[src/etdr_pkg.sv]
package etdr_pkg;

	// ==============================================================
	// Register offsets (byte addresses, one word each)
	localparam logic [7:0] CTRL_ADDR   = 8'h00;
	localparam logic [7:0] COUNT_ADDR  = 8'h04;
	localparam logic [7:0] DOUT_ADDR   = 8'h08;
	localparam logic [7:0] DDIR_ADDR   = 8'h0C;
	localparam logic [7:0] DBITS_ADDR  = 8'h10;

	// ==============================================================
	// Control register fields
	localparam int CTRL_EDGE_BIT  = 0;     // 1 = rising, 0 = falling
	localparam int CTRL_MODE_BIT  = 1;     // 1 = read then clear
	localparam int CTRL_CLEAR_BIT = 2;     // Write 1 clears count now

	// ==============================================================
	// Widths and reset values
	localparam int          COUNT_W      = 32;
	localparam int          DIO_W        = 8;
	localparam int          ADDR_W       = 8;
	localparam int          DATA_W       = 32;
	localparam logic        EDGE_RST     = 1'b1;
	localparam logic        MODE_RST     = 1'b0;
	localparam logic [7:0]  DOUT_RST     = 8'h00;
	localparam logic [7:0]  DDIR_RST     = 8'h00;
	localparam logic [31:0] COUNT_RST    = 32'h00000000;

	// ==============================================================
	// Input filter depth: pin passes this many stage flops, then a level flop
	localparam int SYNC_STAGES = 3;

endpackage

[src/etdr_sync.sv]
// ==============================================================
// Pin synchroniser with agreement filter
// Three stage flops and a level flop per bit; the filtered level only moves when the
// second and third flop agree, so a one-cycle glitch is ignored.
module etdr_sync #(
	parameter int WIDTH = 1
) (
	// Clock and reset
	input  wire logic             ref_clk,
	input  wire logic             rst,
	// Raw pins and filtered levels
	input  wire logic [WIDTH-1:0] pin_in,
	output logic      [WIDTH-1:0] level_q
);

	genvar i;

	// ==============================================================
	// One filter per bit
	generate
		for (i = 0; i < WIDTH; i++) begin : g_bit
			logic s1_q;            // Metastable stage, read by s2 only
			logic s2_q;            // Second stage
			logic s3_q;            // Third stage
			logic lvl_d;           // Next filtered level

			// Accept a change only when stages two and three agree
			always_comb begin
				lvl_d = level_q[i];
				if (s2_q == s3_q) begin
					lvl_d = s3_q;
				end
			end

			// Register chain
			always_ff @(posedge ref_clk or posedge rst) begin
				if (rst) begin
					s1_q       <= 1'b0;
					s2_q       <= 1'b0;
					s3_q       <= 1'b0;
					level_q[i] <= 1'b0;
				end else begin
					s1_q       <= pin_in[i];
					s2_q       <= s1_q;
					s3_q       <= s2_q;
					level_q[i] <= lvl_d;
				end
			end
		end
	endgenerate

endmodule

[src/etdr_totalizer.sv]
// Notes on behaviour
// - Count on rising or falling edge, selectable
// - Plain read returns count, keeps counting
// - Read-then-clear mode zeroes count after read
// - Clear command zeroes count at once
// - Output channel bit read returns pin level
// - Input channel releases drivers, reads external level
// - Unconnected gate means counting always enabled
module etdr_totalizer (
	// Clock and reset
	input  wire logic        ref_clk,
	input  wire logic        rst,
	// Register port
	input  wire logic [7:0]  reg_addr,
	input  wire logic [31:0] reg_wdata,
	input  wire logic        reg_wr,
	input  wire logic        reg_rd,
	output logic      [31:0] reg_rdata,
	// Totalizer pins
	input  wire logic        count_in,
	input  wire logic        gate_in,
	input  wire logic        gate_present,
	// Digital I/O pins
	input  wire logic [7:0]  dio_in,
	output logic      [7:0]  dio_out,
	output logic      [7:0]  dio_oe
);

	// ==============================================================
	// Declarations
	logic [2:0]  pin_lvl;                // Filtered count, gate, presence
	logic [7:0]  dio_lvl;                // Filtered digital pin levels
	logic        cnt_prev_q;             // Count level one cycle ago
	logic        cnt_prev_d;
	logic        edge_hit;               // Qualified count edge this cycle
	logic        gate_open;              // Gate enables counting
	logic        count_edge_select_q;    // 1 = rising edge
	logic        count_edge_select_d;
	logic        count_read_mode_q;      // 1 = read_then_clear_mode
	logic        count_read_mode_d;
	logic        count_clear_now;        // Clear strobe from a write
	logic        count_rd;               // Read of the count register
	logic [31:0] count_q;                // Running total
	logic [31:0] count_d;
	logic [7:0]  dout_q;                 // Driven output pattern
	logic [7:0]  dout_d;
	logic [7:0]  ddir_q;                 // 1 = bit is an output
	logic [7:0]  ddir_d;
	logic [31:0] rdata_q;                // Read data, one cycle after strobe
	logic [31:0] rdata_d;

	// ==============================================================
	// Pin filters
	etdr_sync #(.WIDTH(3)) u_tot_sync (
		.ref_clk (ref_clk),
		.rst     (rst),
		.pin_in  ({gate_present, gate_in, count_in}),
		.level_q (pin_lvl)
	);

	etdr_sync #(.WIDTH(etdr_pkg::DIO_W)) u_dio_sync (
		.ref_clk (ref_clk),
		.rst     (rst),
		.pin_in  (dio_in),
		.level_q (dio_lvl)
	);

	// ==============================================================
	// Edge detection
	// Missing gate wire is treated as a pulled-up enable
	assign gate_open = !pin_lvl[2] || pin_lvl[1];

	// Pick the edge by the configured polarity
	always_comb begin
		cnt_prev_d = pin_lvl[0];
		if (count_edge_select_q) begin
			edge_hit = gate_open && pin_lvl[0] && !cnt_prev_q;
		end else begin
			edge_hit = gate_open && !pin_lvl[0] && cnt_prev_q;
		end
	end

	// ==============================================================
	// Register decode
	assign count_clear_now = reg_wr && (reg_addr == etdr_pkg::CTRL_ADDR)
	                         && reg_wdata[etdr_pkg::CTRL_CLEAR_BIT];
	assign count_rd        = reg_rd && (reg_addr == etdr_pkg::COUNT_ADDR);

	// Configuration writes
	always_comb begin
		count_edge_select_d = count_edge_select_q;
		count_read_mode_d   = count_read_mode_q;
		dout_d              = dout_q;
		ddir_d              = ddir_q;
		if (reg_wr) begin
			case (reg_addr)
				etdr_pkg::CTRL_ADDR: begin
					count_edge_select_d = reg_wdata[etdr_pkg::CTRL_EDGE_BIT];
					count_read_mode_d   = reg_wdata[etdr_pkg::CTRL_MODE_BIT];
				end
				etdr_pkg::DOUT_ADDR: begin
					dout_d = reg_wdata[7:0];
				end
				etdr_pkg::DDIR_ADDR: begin
					ddir_d = reg_wdata[7:0];
				end
				default: begin
					// Unmapped or read-only: ignored
				end
			endcase
		end
	end

	// ==============================================================
	// Counter
	// A clear or clearing read restarts from the edge of this cycle,
	// so an edge that coincides with the clear is never dropped.
	always_comb begin
		if (count_clear_now) begin
			count_d = {31'h00000000, edge_hit};
		end else if (count_rd && count_read_mode_q) begin
			count_d = {31'h00000000, edge_hit};
		end else begin
			count_d = count_q + {31'h00000000, edge_hit};
		end
	end

	// ==============================================================
	// Read mux
	// Bit reads always see the filtered pin, so a driven output
	// reads back what is really on the wire, not the stored copy.
	always_comb begin
		rdata_d = 32'h00000000;
		if (reg_rd) begin
			case (reg_addr)
				etdr_pkg::CTRL_ADDR: begin
					rdata_d = {30'h00000000, count_read_mode_q, count_edge_select_q};
				end
				etdr_pkg::COUNT_ADDR: begin
					rdata_d = count_q;
				end
				etdr_pkg::DOUT_ADDR: begin
					rdata_d = {24'h000000, dout_q};
				end
				etdr_pkg::DDIR_ADDR: begin
					rdata_d = {24'h000000, ddir_q};
				end
				etdr_pkg::DBITS_ADDR: begin
					rdata_d = {24'h000000, dio_lvl};
				end
				default: begin
					rdata_d = 32'h00000000;
				end
			endcase
		end
	end

	// ==============================================================
	// State registers
	always_ff @(posedge ref_clk or posedge rst) begin
		if (rst) begin
			cnt_prev_q          <= 1'b0;
			count_edge_select_q <= etdr_pkg::EDGE_RST;
			count_read_mode_q   <= etdr_pkg::MODE_RST;
			count_q             <= etdr_pkg::COUNT_RST;
			dout_q              <= etdr_pkg::DOUT_RST;
			ddir_q              <= etdr_pkg::DDIR_RST;
			rdata_q             <= 32'h00000000;
		end else begin
			cnt_prev_q          <= cnt_prev_d;
			count_edge_select_q <= count_edge_select_d;
			count_read_mode_q   <= count_read_mode_d;
			count_q             <= count_d;
			dout_q              <= dout_d;
			ddir_q              <= ddir_d;
			rdata_q             <= rdata_d;
		end
	end

	// ==============================================================
	// Outputs
	assign reg_rdata = rdata_q;
	assign dio_out   = dout_q;
	// Input bits release their drivers
	assign dio_oe    = ddir_q;
endmodule

[config.mk]
export PLATFORM = sky130hd
export DESIGN_NAME = etdr_totalizer
export DESIGN_NICKNAME = d
export VERILOG_FILES = /design/src/etdr_pkg.sv /design/src/etdr_sync.sv /design/src/etdr_totalizer.sv
export SDC_FILE = /design/constraint.sdc
export NUM_CORES = 1
export LEC_CHECK = 0
export BUFFER_PORTS_ARGS = -buffer_cell sky130_fd_sc_hd__buf_2
export CAP_MARGIN = 20
export CORE_AREA = 3 3 82 123
export DETAILED_ROUTE_END_ITERATION = 10
export DIE_AREA = 0 0 85 126
export PLACE_DENSITY = 0.76
export RECOVER_POWER = 25
export SYNTH_ARGS = -nofsm -noshare
export SYNTH_HDL_FRONTEND = slang
export SYNTH_SLANG_ARGS = --single-unit
[constraint.sdc]
create_clock -name ref_clk -period 4.2 [get_ports ref_clk]
set_input_delay 0.21 -clock ref_clk [delete_from_list [all_inputs] [get_ports ref_clk]]
set_output_delay 0.21 -clock ref_clk [all_outputs]
set_load 0.01 [all_outputs]
== Yosys cells after proc, flatten, opt, wreduce, memory -nomap -nowiden ==
Cells that the tools add are included.
Word-level totals
  word-level logic and storage cells: 88
  output and inout port bits: 48
  memory bits (read-only): 0
  bits of input ports: 55
  flip-flop bits (word level): 127
  RAM bits: 0
  latch bits: 0
  memories kept: 0
Operators by class
  add/sub/neg operators: 1
  multiply operators: 0
  multiplexer cells: 5
  bitwise logic cells: 0
  equal/unequal tests: 15
  reductions and logical operators: 16
  order comparisons: 0
  shifts and indexed selects: 0
  divide/modulo/power cells: 0
Operator list (number)
  32-bit one-hot mux with 5 select lines: 1
  32-bit 2-to-1 mux: 3
  32-bit by 1-bit adder with 32-bit output: 1
  8-bit by 4-bit equality test with 1-bit output, second input constant: 2
  1-bit equality test: 11
  8-bit by 3-bit equality test with 1-bit output, second input constant: 1
  8-bit by 5-bit equality test with 1-bit output, second input constant: 1
  1-bit logical AND: 8
  8-bit zero test: 1
  2-bit AND reduction: 3
  1-bit zero test: 3
  1-bit logical OR: 1
  1-bit 2-to-1 mux: 1

== Depth between registers and ports, before layout ==
Gate-level depths: netlist of run 1.
  word-level depth: 8
  gate-level depth with buffers: 10
  gate-level depth less buffers: 8

== By module ==
From an unflattened synthesis of run 1, not the netlist that was laid out.
Second synthesis, totals
  cells, all modules: 385
  area, all modules: 4951.0 um2
By module, submodules not included
  etdr_totalizer: times used 1, cells each 328, area each 3718.6 um2, seq. area each 2078.2 um2
  etdr_sync (u_dio_sync): times used 1, cells each 41, area each 894.6 um2, seq. area each 800.8 um2
  etdr_sync (u_tot_sync): times used 1, cells each 16, area each 337.8 um2, seq. area each 300.3 um2

== Worst setup path before layout of run 1 ==
Ideal clock, no wire load.
  path type: register to register
  start point: register count_edge_select_q
  end point: register count_q[27]
  period minus slack after synthesis: 2.471 ns
  path buffers: 1
  library setup time: 0.078 ns
  stages on the path, launching flop included: 9
  slack: 1.729 ns
  required time: 4.122 ns
  data arrival time: 2.393 ns
  path through: dfstp_2 > nand3b_1 > a21oi_1 > ha_1 > nand4_2 > or4_4 > buf_6 > or4_1 > a21oi_1
On the way
  cells in the longest elaborated chain, start to end: 4
RTL lines
  from (decl): RTL line etdr_totalizer.sv:37  | logic count_edge_select_q;
  from (signal assigned): RTL line etdr_totalizer.sv:163  | count_edge_select_q <= etdr_pkg::EDGE_RST;
  from (signal assigned): RTL line etdr_totalizer.sv:171  | count_edge_select_q <= count_edge_select_d;
  1-bit 2-to-1 mux: RTL line etdr_totalizer.sv:76  | if (count_edge_select_q) begin
  32-bit by 1-bit adder with 32-bit output: RTL line etdr_totalizer.sv:124  | count_d = count_q + {31'h00000000, edge_hit};
  32-bit 2-to-1 mux: RTL line etdr_totalizer.sv:121  | end else if (count_rd && count_read_mode_q) begin
  32-bit 2-to-1 mux: RTL line etdr_totalizer.sv:119  | if (count_clear_now) begin
  net count_d[27]: RTL line etdr_totalizer.sv:44  | logic [31:0] count_d;
  to (signal assigned): RTL line etdr_totalizer.sv:165  | count_q <= etdr_pkg::COUNT_RST;
  to (signal assigned): RTL line etdr_totalizer.sv:173  | count_q <= count_d;
  to (decl): RTL line etdr_totalizer.sv:43  | logic [31:0] count_q;
The timed path passes the listed nets, and every way through them passes these cells.
A chain may end at the register's enable or synchronous reset.

== Worst setup path in the final report of run 1 ==
  start point: register count_edge_select_q
  end point: register count_q[28]
The elaborated chain is that of the path after synthesis.

==> results of run 1 <==
## kinds of logic after synthesis
| family | after synthesis | synth area share |
|---|---|---|
| flops | 127 | 0.648 |
| fa+ha+maj | 13 | 0.0275 |
| buf+inv | 18 | 0.0158 |
| xor+xnor | 15 | 0.0268 |
| mux | 29 | 0.0660 |
| simple gates | 125 | 0.150 |
| compound gates | 51 | 0.0668 |
## cell usage after synthesis, types with 3 or more instances
master,number,area share
or3_1,7,0.0089
nand3_1,14,0.014
and3_1,4,0.0051
a22oi_1,8,0.012
inv_1,3,0.0023
nand2_1,12,0.0092
nor2_1,26,0.020
xnor2_1,7,0.012
clkbuf_1,12,0.0092
mux2_2,27,0.062
o21ai_0,9,0.0092
o31ai_1,9,0.014
nor3_1,3,0.0031
and4_1,5,0.0089
dfrtp_1,126,0.64
xor2_1,8,0.014
a21oi_1,17,0.017
maj3_1,11,0.022
a22o_1,6,0.011
or4_1,10,0.015
nand4_1,7,0.0089
and2_1,24,0.031
nor2b_1,3,0.0038
## report_power, final
group | switching [W] | total (W) | internal [W]
combinational | 0.000315 | 0.000542 | 0.000228
clock | 0.000498 | 0.00136 | 0.000864
sequential | 0.000205 | 0.00159 | 0.00139
total | 0.00102 | 0.00350 | 0.00248
## sequential cells by signal, indices dropped and copies added, names as in the netlist
register / count
count_edge_select_q: 1
cnt_prev_q: 1
u_dio_sync.g_bit.s3_q: 8
u_tot_sync.level_q: 3
count_q: 32
u_dio_sync.g_bit.s1_q: 8
u_dio_sync.g_bit.s2_q: 8
u_tot_sync.g_bit.s2_q: 3
count_read_mode_q: 1
u_tot_sync.g_bit.s3_q: 3
u_tot_sync.g_bit.s1_q: 3
dio_oe: 8
u_dio_sync.level_q: 8
reg_rdata: 32
dio_out: 8
## layout make-up
class                   count  area [um2]
multi-input cells         233        1650
well taps                 112         140
inverters                   3        12.5
clock buffers              20         437
repair buffers             94         532
clock inverters            12         120
flip-flops and latches    127        3180
fillers                   687        3130
## routing by layer
| metal | vias to the layer above | track usage |
|---|---|---|
| met4 | 0 | 0.123 |
| li1 | 1552 | - |
| met2 | 88 | 0.322 |
| met5 | - | 0 |
| met3 | 28 | 0.0589 |
| met1 | 1568 | 0.211 |
## through the flow
| step | total power, W | hold slack (ns) | utilization |
|---|---|---|---|
| final | 0.00350 | 0.0451 | 0.660 |
| after global routing | 0.00369 | 0.0360 | 0.660 |
| after CTS | 0.00354 | 0.0277 | 0.661 |
| after detailed placement | 0.00215 | 0.188 | 0.588 |
| after global placement | 0.00210 | 0.178 | 0.588 |
| after floorplan | 0.00198 | 0.241 | - |
## worst max-delay path by stage
| stage | startpoint | end | slack, ns |
|---|---|---|---|
| finish | count_edge_select_q | count_q[28] | 1.31 |
| global route | count_edge_select_q | count_q[28] | 1.11 |
| CTS | count_edge_select_q | count_q[28] | 1.26 |
| detailed placement | count_edge_select_q | count_q[28] | 1.27 |
| global placement | count_edge_select_q | count_q[28] | 1.35 |
| floorplan | rst | cnt_prev_q | 0.61 |
## worst max-delay path, cell delays in order, from the launching register on
cell and delay, ns:
dfstp_2 0.57, nand3b_1 0.09, a21oi_1 0.27, ha_1 0.28, nand4_2 0.26, or4_4 0.68
or4_1 0.50, a21oi_1 0.15
==> flow_summary_export.csv, run 1 <==
group,metric,value,unit
synthesis,async_reset_ff_frac,1.00,
sta,setup-violations-final,0,
sta,fin_tns_setup,0,ns
routing,num_vias,3236,
grt,grt_overflow,0,
final_layout,fin_nets,533,
clock_network,h-tree-depth,4,
floorplan,initial_core_util,0.534,
routing,via_per_inst,5.38,
grt,grt_pass1_vias,3356,
setup_path,regToRegStartpoint,"count_edge_select_q",
setup_path,start_kind,"flop",
routing,met3_length,438,um
synthesis,syn-cell-area,4910,um2
clock_network,clk_pin_slew_worst_paths,0.05,ns
clock_network,cts-root-buf,"clkbuf_16",
placement,dpl_cell_area,5410,um2
hold_path,worstHoldStart,"reg_wdata[6]",
sta,rsz0062_at_grt,"false",
flow_run,drv_cap,0,
clock_network,cts_tree,"yes",
sta,setup_ws,1.31,ns
setup_path,reg2reg_setup_slack,1.31,ns
routing,wl_met2,4890,um
routing,ant_nets,0,
synthesis,synth-seq-cells,127,
power_and_ir_drop,cellLeakagePower,2.82,nW
sta,slew_headroom,0.332,
clock_network,hold_buffers,12,
final_layout,final_cells,601,
setup_path,crit_type,"reg -> reg",
setup_path,end_kind,"flop",
final_layout,fin_area,6070,um2
grt,grt.total_usage,0.193,
clock_network,clk_latency,0.41,ns
final_layout,layout_commonest_cell,"dfrtp_1",
setup_path,reg2reg_depth,7,
synthesis,syn_avg_cell_area,13.0,um2
routing,first_pass_iters,4,
synthesis,synth_top_flop_cell,"dfrtp_1",
sta,report.final.slew_viol_count,0,
setup_path,required,4.53,ns
synthesis,synth_edf_count,0,
floorplan,dieArea,10700,um2
sta,post-route-period-util,0.688,
synthesis,synth_warnings,0,
final_layout,drive_gt1_frac,0.280,
floorplan,die_h,126,um
routing,drt_iter0_markers,152,
floorplan,row_count,43,
floorplan,core-area,9200,um2
clock_network,post_cts_buffers,0,
floorplan,die_w,85,um
synthesis,synth_cell_type_count,38,
hold_path,whs_endpoint,"dio_oe[6]",
setup_path,path_max_fanout,23,
final_layout,syn2layout_area_growth,23.7,%
placement,dp.cells,557,
sta,hold_viol,0,
placement,port_buffers,78,
clock_network,clkSinkCount,127,
setup_path,reg2reg_to,"count_q[28]",
placement,dp_hpwl,6340,um
placement,place_congestion,0.786,
routing,highest_layer,"met4",
sta,worst_pin_slew,0.996,ns
sta,fin_skew,0.0121,ns
routing,drc_errors,0,
routing,met1_length,3640,um
setup_path,worstPathArrival,3.22,ns
final_layout,mostFrequentLayoutCells,"dfrtp_1 (126), buf_2 (71), mux2_2 (27)",
grt,grt_max_degree,57,
grt,grt_antenna_before_repair,0,
sta,fmax,0.346,GHz
power_and_ir_drop,peakVddDrop,0.537,mV
outcome,status,"finished, final reports clean",
placement,dp_slack,1.27,ns
synthesis,yosysSeqAreaShare,0.648,
clock_network,cts_resized,0,
routing,wl_per_cell,15.6,um
hold_path,min_path_type,"in -> reg",
clock_network,ctsLongestPathBuffers,2,
routing,wl,9370,um
clock_network,numCtsBuffers,17,
hold_path,whs_path_depth,2,
power_and_ir_drop,power_density,576,nW/um2
synthesis,syn_nets,435,
synthesis,synth_cells,378,
floorplan,io_pins,103,
sta,period_needed,2.89,ns
final_layout,diodes,0,
grt,grt_first_pass_wirelength,15900,um
Power figures use the tool's default switching activity.
==> run 2, diff against run 1 <==
Settings changed: CORE_AREA 3 3 82 123 to 3 3 86 129, DIE_AREA 0 0 85 126 to 0 0 89 132, PLACE_DENSITY 0.76 to 0.72.
Clock period 4.2 ns to 2.32 ns, I/O delays scaled along.
==> run 2 against run 1 <==
Effect of this change: setup slack got worse by 1.4 ns; combinational power is 110% higher; the flow now finishes with violations (setup timing); die area rose by 9.7%; largest cell class unchanged; clock-buffer cell count grew 3; sequential share of layout area down 3.5 points; register-to-register slack got worse by 1.4 ns; final cell count increased by 5.2%; global-route usage is 0.80 points lower; final area grew 7.2%; non-clock buffer count grew 24; sequential cell count stayed put; core utilization is 1.4 points lower.
==> flow_summary_export.csv, run 2 (synthesis gave the netlist of run 1 again) <==
group,metric,value,unit
sta,worst_pin_slew,1.23,ns
sta,fin_skew,0.00428,ns
sta,hold_viol,0,
routing,drc_errors,0,
placement,dp_hpwl,6770,um
clock_network,clkSinkCount,127,
setup_path,path_max_fanout,6,
grt,grt.total_usage,0.185,
sta,setup-violations-final,11,
routing,first_pass_iters,4,
setup_path,worstPathArrival,2.76,ns
sta,report.final.slew_viol_count,0,
final_layout,fin_nets,559,
setup_path,crit_type,"reg -> reg",
floorplan,die_h,132,um
placement,dp_slack,-0.132,ns
floorplan,dieArea,11700,um2
floorplan,io_pins,103,
final_layout,syn2layout_area_growth,32.6,%
hold_path,min_path_type,"in -> reg",
power_and_ir_drop,peakVddDrop,0.755,mV
placement,port_buffers,78,
clock_network,h-tree-depth,4,
sta,fmax,0.411,GHz
final_layout,drive_gt1_frac,0.348,
power_and_ir_drop,cellLeakagePower,3.04,nW
routing,wl,10300,um
sta,fin_tns_setup,-0.770,ns
placement,dp.cells,576,
grt,grt_pass1_vias,3491,
power_and_ir_drop,total_power,0.00702,W
floorplan,row_count,45,
routing,wl_per_cell,16.3,um
setup_path,required,2.65,ns
setup_path,start_kind,"flop",
clock_network,clk_latency,0.41,ns
clock_network,cts-root-buf,"clkbuf_16",
grt,grt_first_pass_wirelength,16800,um
setup_path,end_kind,"flop",
clock_network,numCtsBuffers,17,
sta,setup_ws,-0.111,ns
final_layout,diodes,0,
sta,slew_headroom,0.172,
floorplan,core-area,10100,um2
floorplan,initial_core_util,0.487,
outcome,status,"finished, violations left",
clock_network,cts_tree,"yes",
final_layout,fill_cells,758,
placement,place_congestion,0.814,
flow_run,drv_cap,0,
sta,post-route-period-util,1.05,
final_layout,layout_commonest_cell,"dfrtp_1",
grt,grt_overflow,0,
routing,ant_nets,0,
grt,grt_antenna_before_repair,0,
grt,grt_max_degree,47,
power_and_ir_drop,power_density,1080,nW/um2
sta,period_needed,2.43,ns
floorplan,die_w,89,um
sta,rsz0062_at_grt,"true",
final_layout,final_cells,632,
outcome,violations,"setup timing",
routing,via_per_inst,5.40,
sta,hold_ws,0.180,ns
clock_network,ctsLongestPathBuffers,2,
routing,drt_iter0_markers,95,
final_layout,mostFrequentLayoutCells,"dfrtp_1 (126), buf_2 (78), mux2_2 (27)",
routing,num_vias,3412,
clock_network,clk_pin_slew_worst_paths,0.05,ns
-- run 2: through the flow --
step / util / instance area [um2]
after global placement: 0.552 / 5560
after detailed placement: 0.552 / 5560
after floorplan: - / 4930
after CTS: 0.643 / 6480
after global routing: 0.646 / 6510
final: 0.646 / 6510
-- run 2: layout make-up --
type	count	area (um2)	share of cell area
sequential	127	3180	0.488
multi-input combinational	235	1740	0.267
timing repair buffer	118	758	0.116
clock buffer	23	498	0.0765
clock inverter	9	178	0.0273
tap	117	146	0.0225
inverter	3	12.5	0.00192
-- run 2: per-layer routing --
layer	track usage	wire length (um)
met1	0.215	4000
met2	0.316	5730
met3	0.0475	371
met4	0.0828	178
met5	0	0
-- run 2: timing repair --
| item | 4_1_cts | 5_1_grt |
|---|---|---|
| endpoints found under the setup margin | 13 | 16 |
| pin swaps | 8 | 11 |
| setup buffers | 1 | 1 |
| hold buffers | 20 | 0 |
| gates cloned | 2 | 0 |
| gates resized for setup | 7 | 10 |
| endpoints found under the hold margin | 55 | 0 |
-- run 2: worst paths after layout --
| kind | slack, ns | depth (start not counted) | start | endpoint |
|---|---|---|---|---|
| min reg2reg | 0.35 | 0 | u_tot_sync.g_bit[1].s1_q | u_tot_sync.g_bit[1].s2_q |
| max reg2reg | -0.11 | 7 | count_edge_select_q | count_q[26] |
| max in group asynchronous | 0.46 | 4 | rst | u_dio_sync.g_bit[1].s2_q |
| min in group asynchronous | 0.52 | 3 | rst | u_tot_sync.level_q[1] |
| min | 0.18 | 4 | reg_addr[6] | reg_rdata[7] |
| max | -0.11 | 7 | count_edge_select_q | count_q[26] |
-- run 2: worst max-delay path, stage by stage, from the launching register on --
cell and delay, ns:
dfstp_2 0.54, nand3b_1 0.10, a21oi_2 0.21, ha_2 0.24
nand4_4 0.11, or4_4 0.57, or4_4 0.45, a21oi_2 0.15
-- run 2: power by group --
group | leakage [nW] | internal (W) | switching, W
logic | 1.18 | 0.000489 | 0.000657
registers | 1.54 | 0.00252 | 0.000394
clock network | 0.322 | 0.00205 | 0.000915
total | 3.04 | 0.00505 | 0.00197
==> run 3, diff against run 2 <==
==> constraint.sdc (replaced) <==
create_clock -name ref_clk -period 2.32 [get_ports ref_clk]
set_input_delay 0.464 -clock ref_clk [delete_from_list [all_inputs] [get_ports ref_clk]]
set_output_delay 0.464 -clock ref_clk [all_outputs]
set_load 0.01 [all_outputs]
==> run 3 against run 2 <==
Effect of this change: the run still ends with setup timing left; via count decreased by 1.6%; core utilization decreased by 1.7 points; clock power decreased by 13%; final cell count decreased by 2.4%; non-clock buffer count decreased by 16; largest power group is now registers.
==> flow_summary_export.csv, run 3 (synthesis gave the netlist of run 1 again) <==
group,metric,value,unit
placement,dp_hpwl,6640,um
power_and_ir_drop,peakVddDrop,0.640,mV
floorplan,io_pins,103,
clock_network,cts-root-buf,"clkbuf_16",
grt,grt_first_pass_wirelength,16800,um
final_layout,fill_cells,756,
sta,period_needed,2.42,ns
final_layout,diodes,0,
routing,num_vias,3359,
sta,worst_pin_slew,0.927,ns
final_layout,drive_gt1_frac,0.380,
power_and_ir_drop,total_power,0.00676,W
sta,setup-violations-final,12,
placement,place_congestion,0.823,
grt,grt.total_usage,0.186,
final_layout,fin_area,6340,um2
clock_network,ctsLongestPathBuffers,2,
clock_network,h-tree-depth,4,
routing,drt_iter0_markers,187,
sta,fmax,0.413,GHz
clock_network,cts_tree,"yes",
routing,wl_per_cell,16.4,um
routing,wl,10100,um
setup_path,required,2.66,ns
setup_path,start_kind,"flop",
floorplan,core-area,10100,um2
floorplan,dieArea,11700,um2
placement,port_buffers,78,
outcome,status,"finished, violations left",
setup_path,end_kind,"flop",
power_and_ir_drop,combPwrFrac,0.185,
clock_network,numCtsBuffers,17,
final_layout,multi_input_area,1800,um2
outcome,violations,"setup timing",
power_and_ir_drop,p_clk_frac,0.383,
floorplan,initial_core_util,0.487,
floorplan,row_count,45,
routing,ant_nets,0,
final_layout,layout_commonest_cell,"dfrtp_1",
grt,grt_max_degree,45,
floorplan,die_w,89,um
floorplan,die_h,132,um
routing,drc_errors,0,
clock_network,clkSinkCount,127,
power_and_ir_drop,switching_share,0.309,
power_and_ir_drop,p_switching,0.00209,W
setup_path,worstPathArrival,2.76,ns
final_layout,mostFrequentLayoutCells,"dfrtp_1 (126), buf_2 (78), mux2_2 (27)",
final_layout,regArea,3180,um2
clock_network,clk_pin_slew_worst_paths,0.06,ns
sta,setup_ws,-0.0990,ns
flow_run,drv_cap,0,
grt,grt_antenna_before_repair,0,
final_layout,fin_util,0.629,
hold_path,min_path_type,"in -> async",
power_and_ir_drop,p_int,0.00467,W
power_and_ir_drop,cellLeakagePower,2.95,nW
power_and_ir_drop,power_density,1070,nW/um2
sta,post-route-period-util,1.04,
sta,hold_viol,0,
routing,via_per_inst,5.44,
sta,report.final.slew_viol_count,0,
final_layout,syn2layout_area_growth,29.1,%
clock_network,clk_latency,0.41,ns
routing,first_pass_iters,4,
setup_path,reg2reg_depth,7,
grt,grt_pass1_vias,3479,
sta,fin_skew,0.00593,ns
grt,grt_overflow,0,
sta,rsz0062_at_grt,"true",
power_and_ir_drop,power_frac_seq,0.432,
setup_path,crit_type,"reg -> reg",
setup_path,path_max_fanout,6,
placement,dpl_cell_area,5590,um2
final_layout,fin_nets,544,
sta,slew_headroom,0.382,
-- run 3: power groups by stage --
stage	registers, W	clock network [W]	logic, W
6_report	0.00292	0.00259	0.00125
5_1_grt	0.00297	0.00274	0.00139
4_1_cts	0.00290	0.00264	0.00111
3_5_place_dp	0.00293	0	0.00103
3_3_place_gp	0.00290	0	0.000979
2_1_floorplan	0.00282	0	0.000779
-- run 3: critical path, cell delays in order (launching register included) --
cell and delay (ns):
dfstp_2 0.54, nand3b_1 0.10, a21oi_2 0.21, ha_2 0.20, and4_1 0.21, or4b_4 0.51
or4_4 0.44, a21oi_2 0.13
-- run 3: routing by layer --
layer / track usage / vias to the layer above / wire [um]
met2: 0.305 / 89 / 5630
li1: - / 1584 / -
met5: 0 / - / 0
met4: 0.0720 / 0 / 137
met3: 0.0588 / 8 / 438
met1: 0.224 / 1678 / 3890
-- run 3: per-stage QoR --
step                cells  worst slack [ns]  hold WS, ns  TNS (ns)
finish                617           -0.0990        0.109    -0.774
global route          617            -0.230        0.137     -2.36
CTS                   616           -0.0640       0.0289    -0.442
detailed placement    579            -0.119        0.336    -0.844
global placement      579           -0.0650        0.331    -0.266
floorplan             378           -0.0707        0.331    -0.155
-- run 3: path summary, 6_finish.rpt --
path	from	slack [ns]	to
max	count_edge_select_q	-0.1	count_q[29]
max in group asynchronous	rst	0.91	u_dio_sync.level_q[5]
max reg2reg	count_edge_select_q	-0.1	count_q[29]
min in group ref_clk	dio_in[0]	0.16	u_dio_sync.g_bit[0].s1_q
min	rst	0.11	u_tot_sync.level_q[1]
min reg2reg	u_tot_sync.g_bit[2].s1_q	0.34	u_tot_sync.g_bit[2].s2_q
-- run 3: timing repair --
| action | CTS | global route |
|---|---|---|
| resized for setup | 8 | 20 |
| hold endpoints to repair | 0 | 0 |
| buffers inserted | 3 | 0 |
| pin swaps | 10 | 15 |
| endpoints found under the setup margin | 13 | 16 |
| gates cloned | 2 | 1 |
| hold buffers | 0 | 0 |
-- run 3: layout make-up --
| type | instances | area share |
|---|---|---|
| inverter | 3 | 0.00197 |
| timing repair buffer | 102 | 0.0942 |
| clock buffer | 24 | 0.0823 |
| clock inverter | 8 | 0.0122 |
| sequential | 127 | 0.502 |
| multi-input combinational | 236 | 0.285 |
| tap | 117 | 0.0231 |
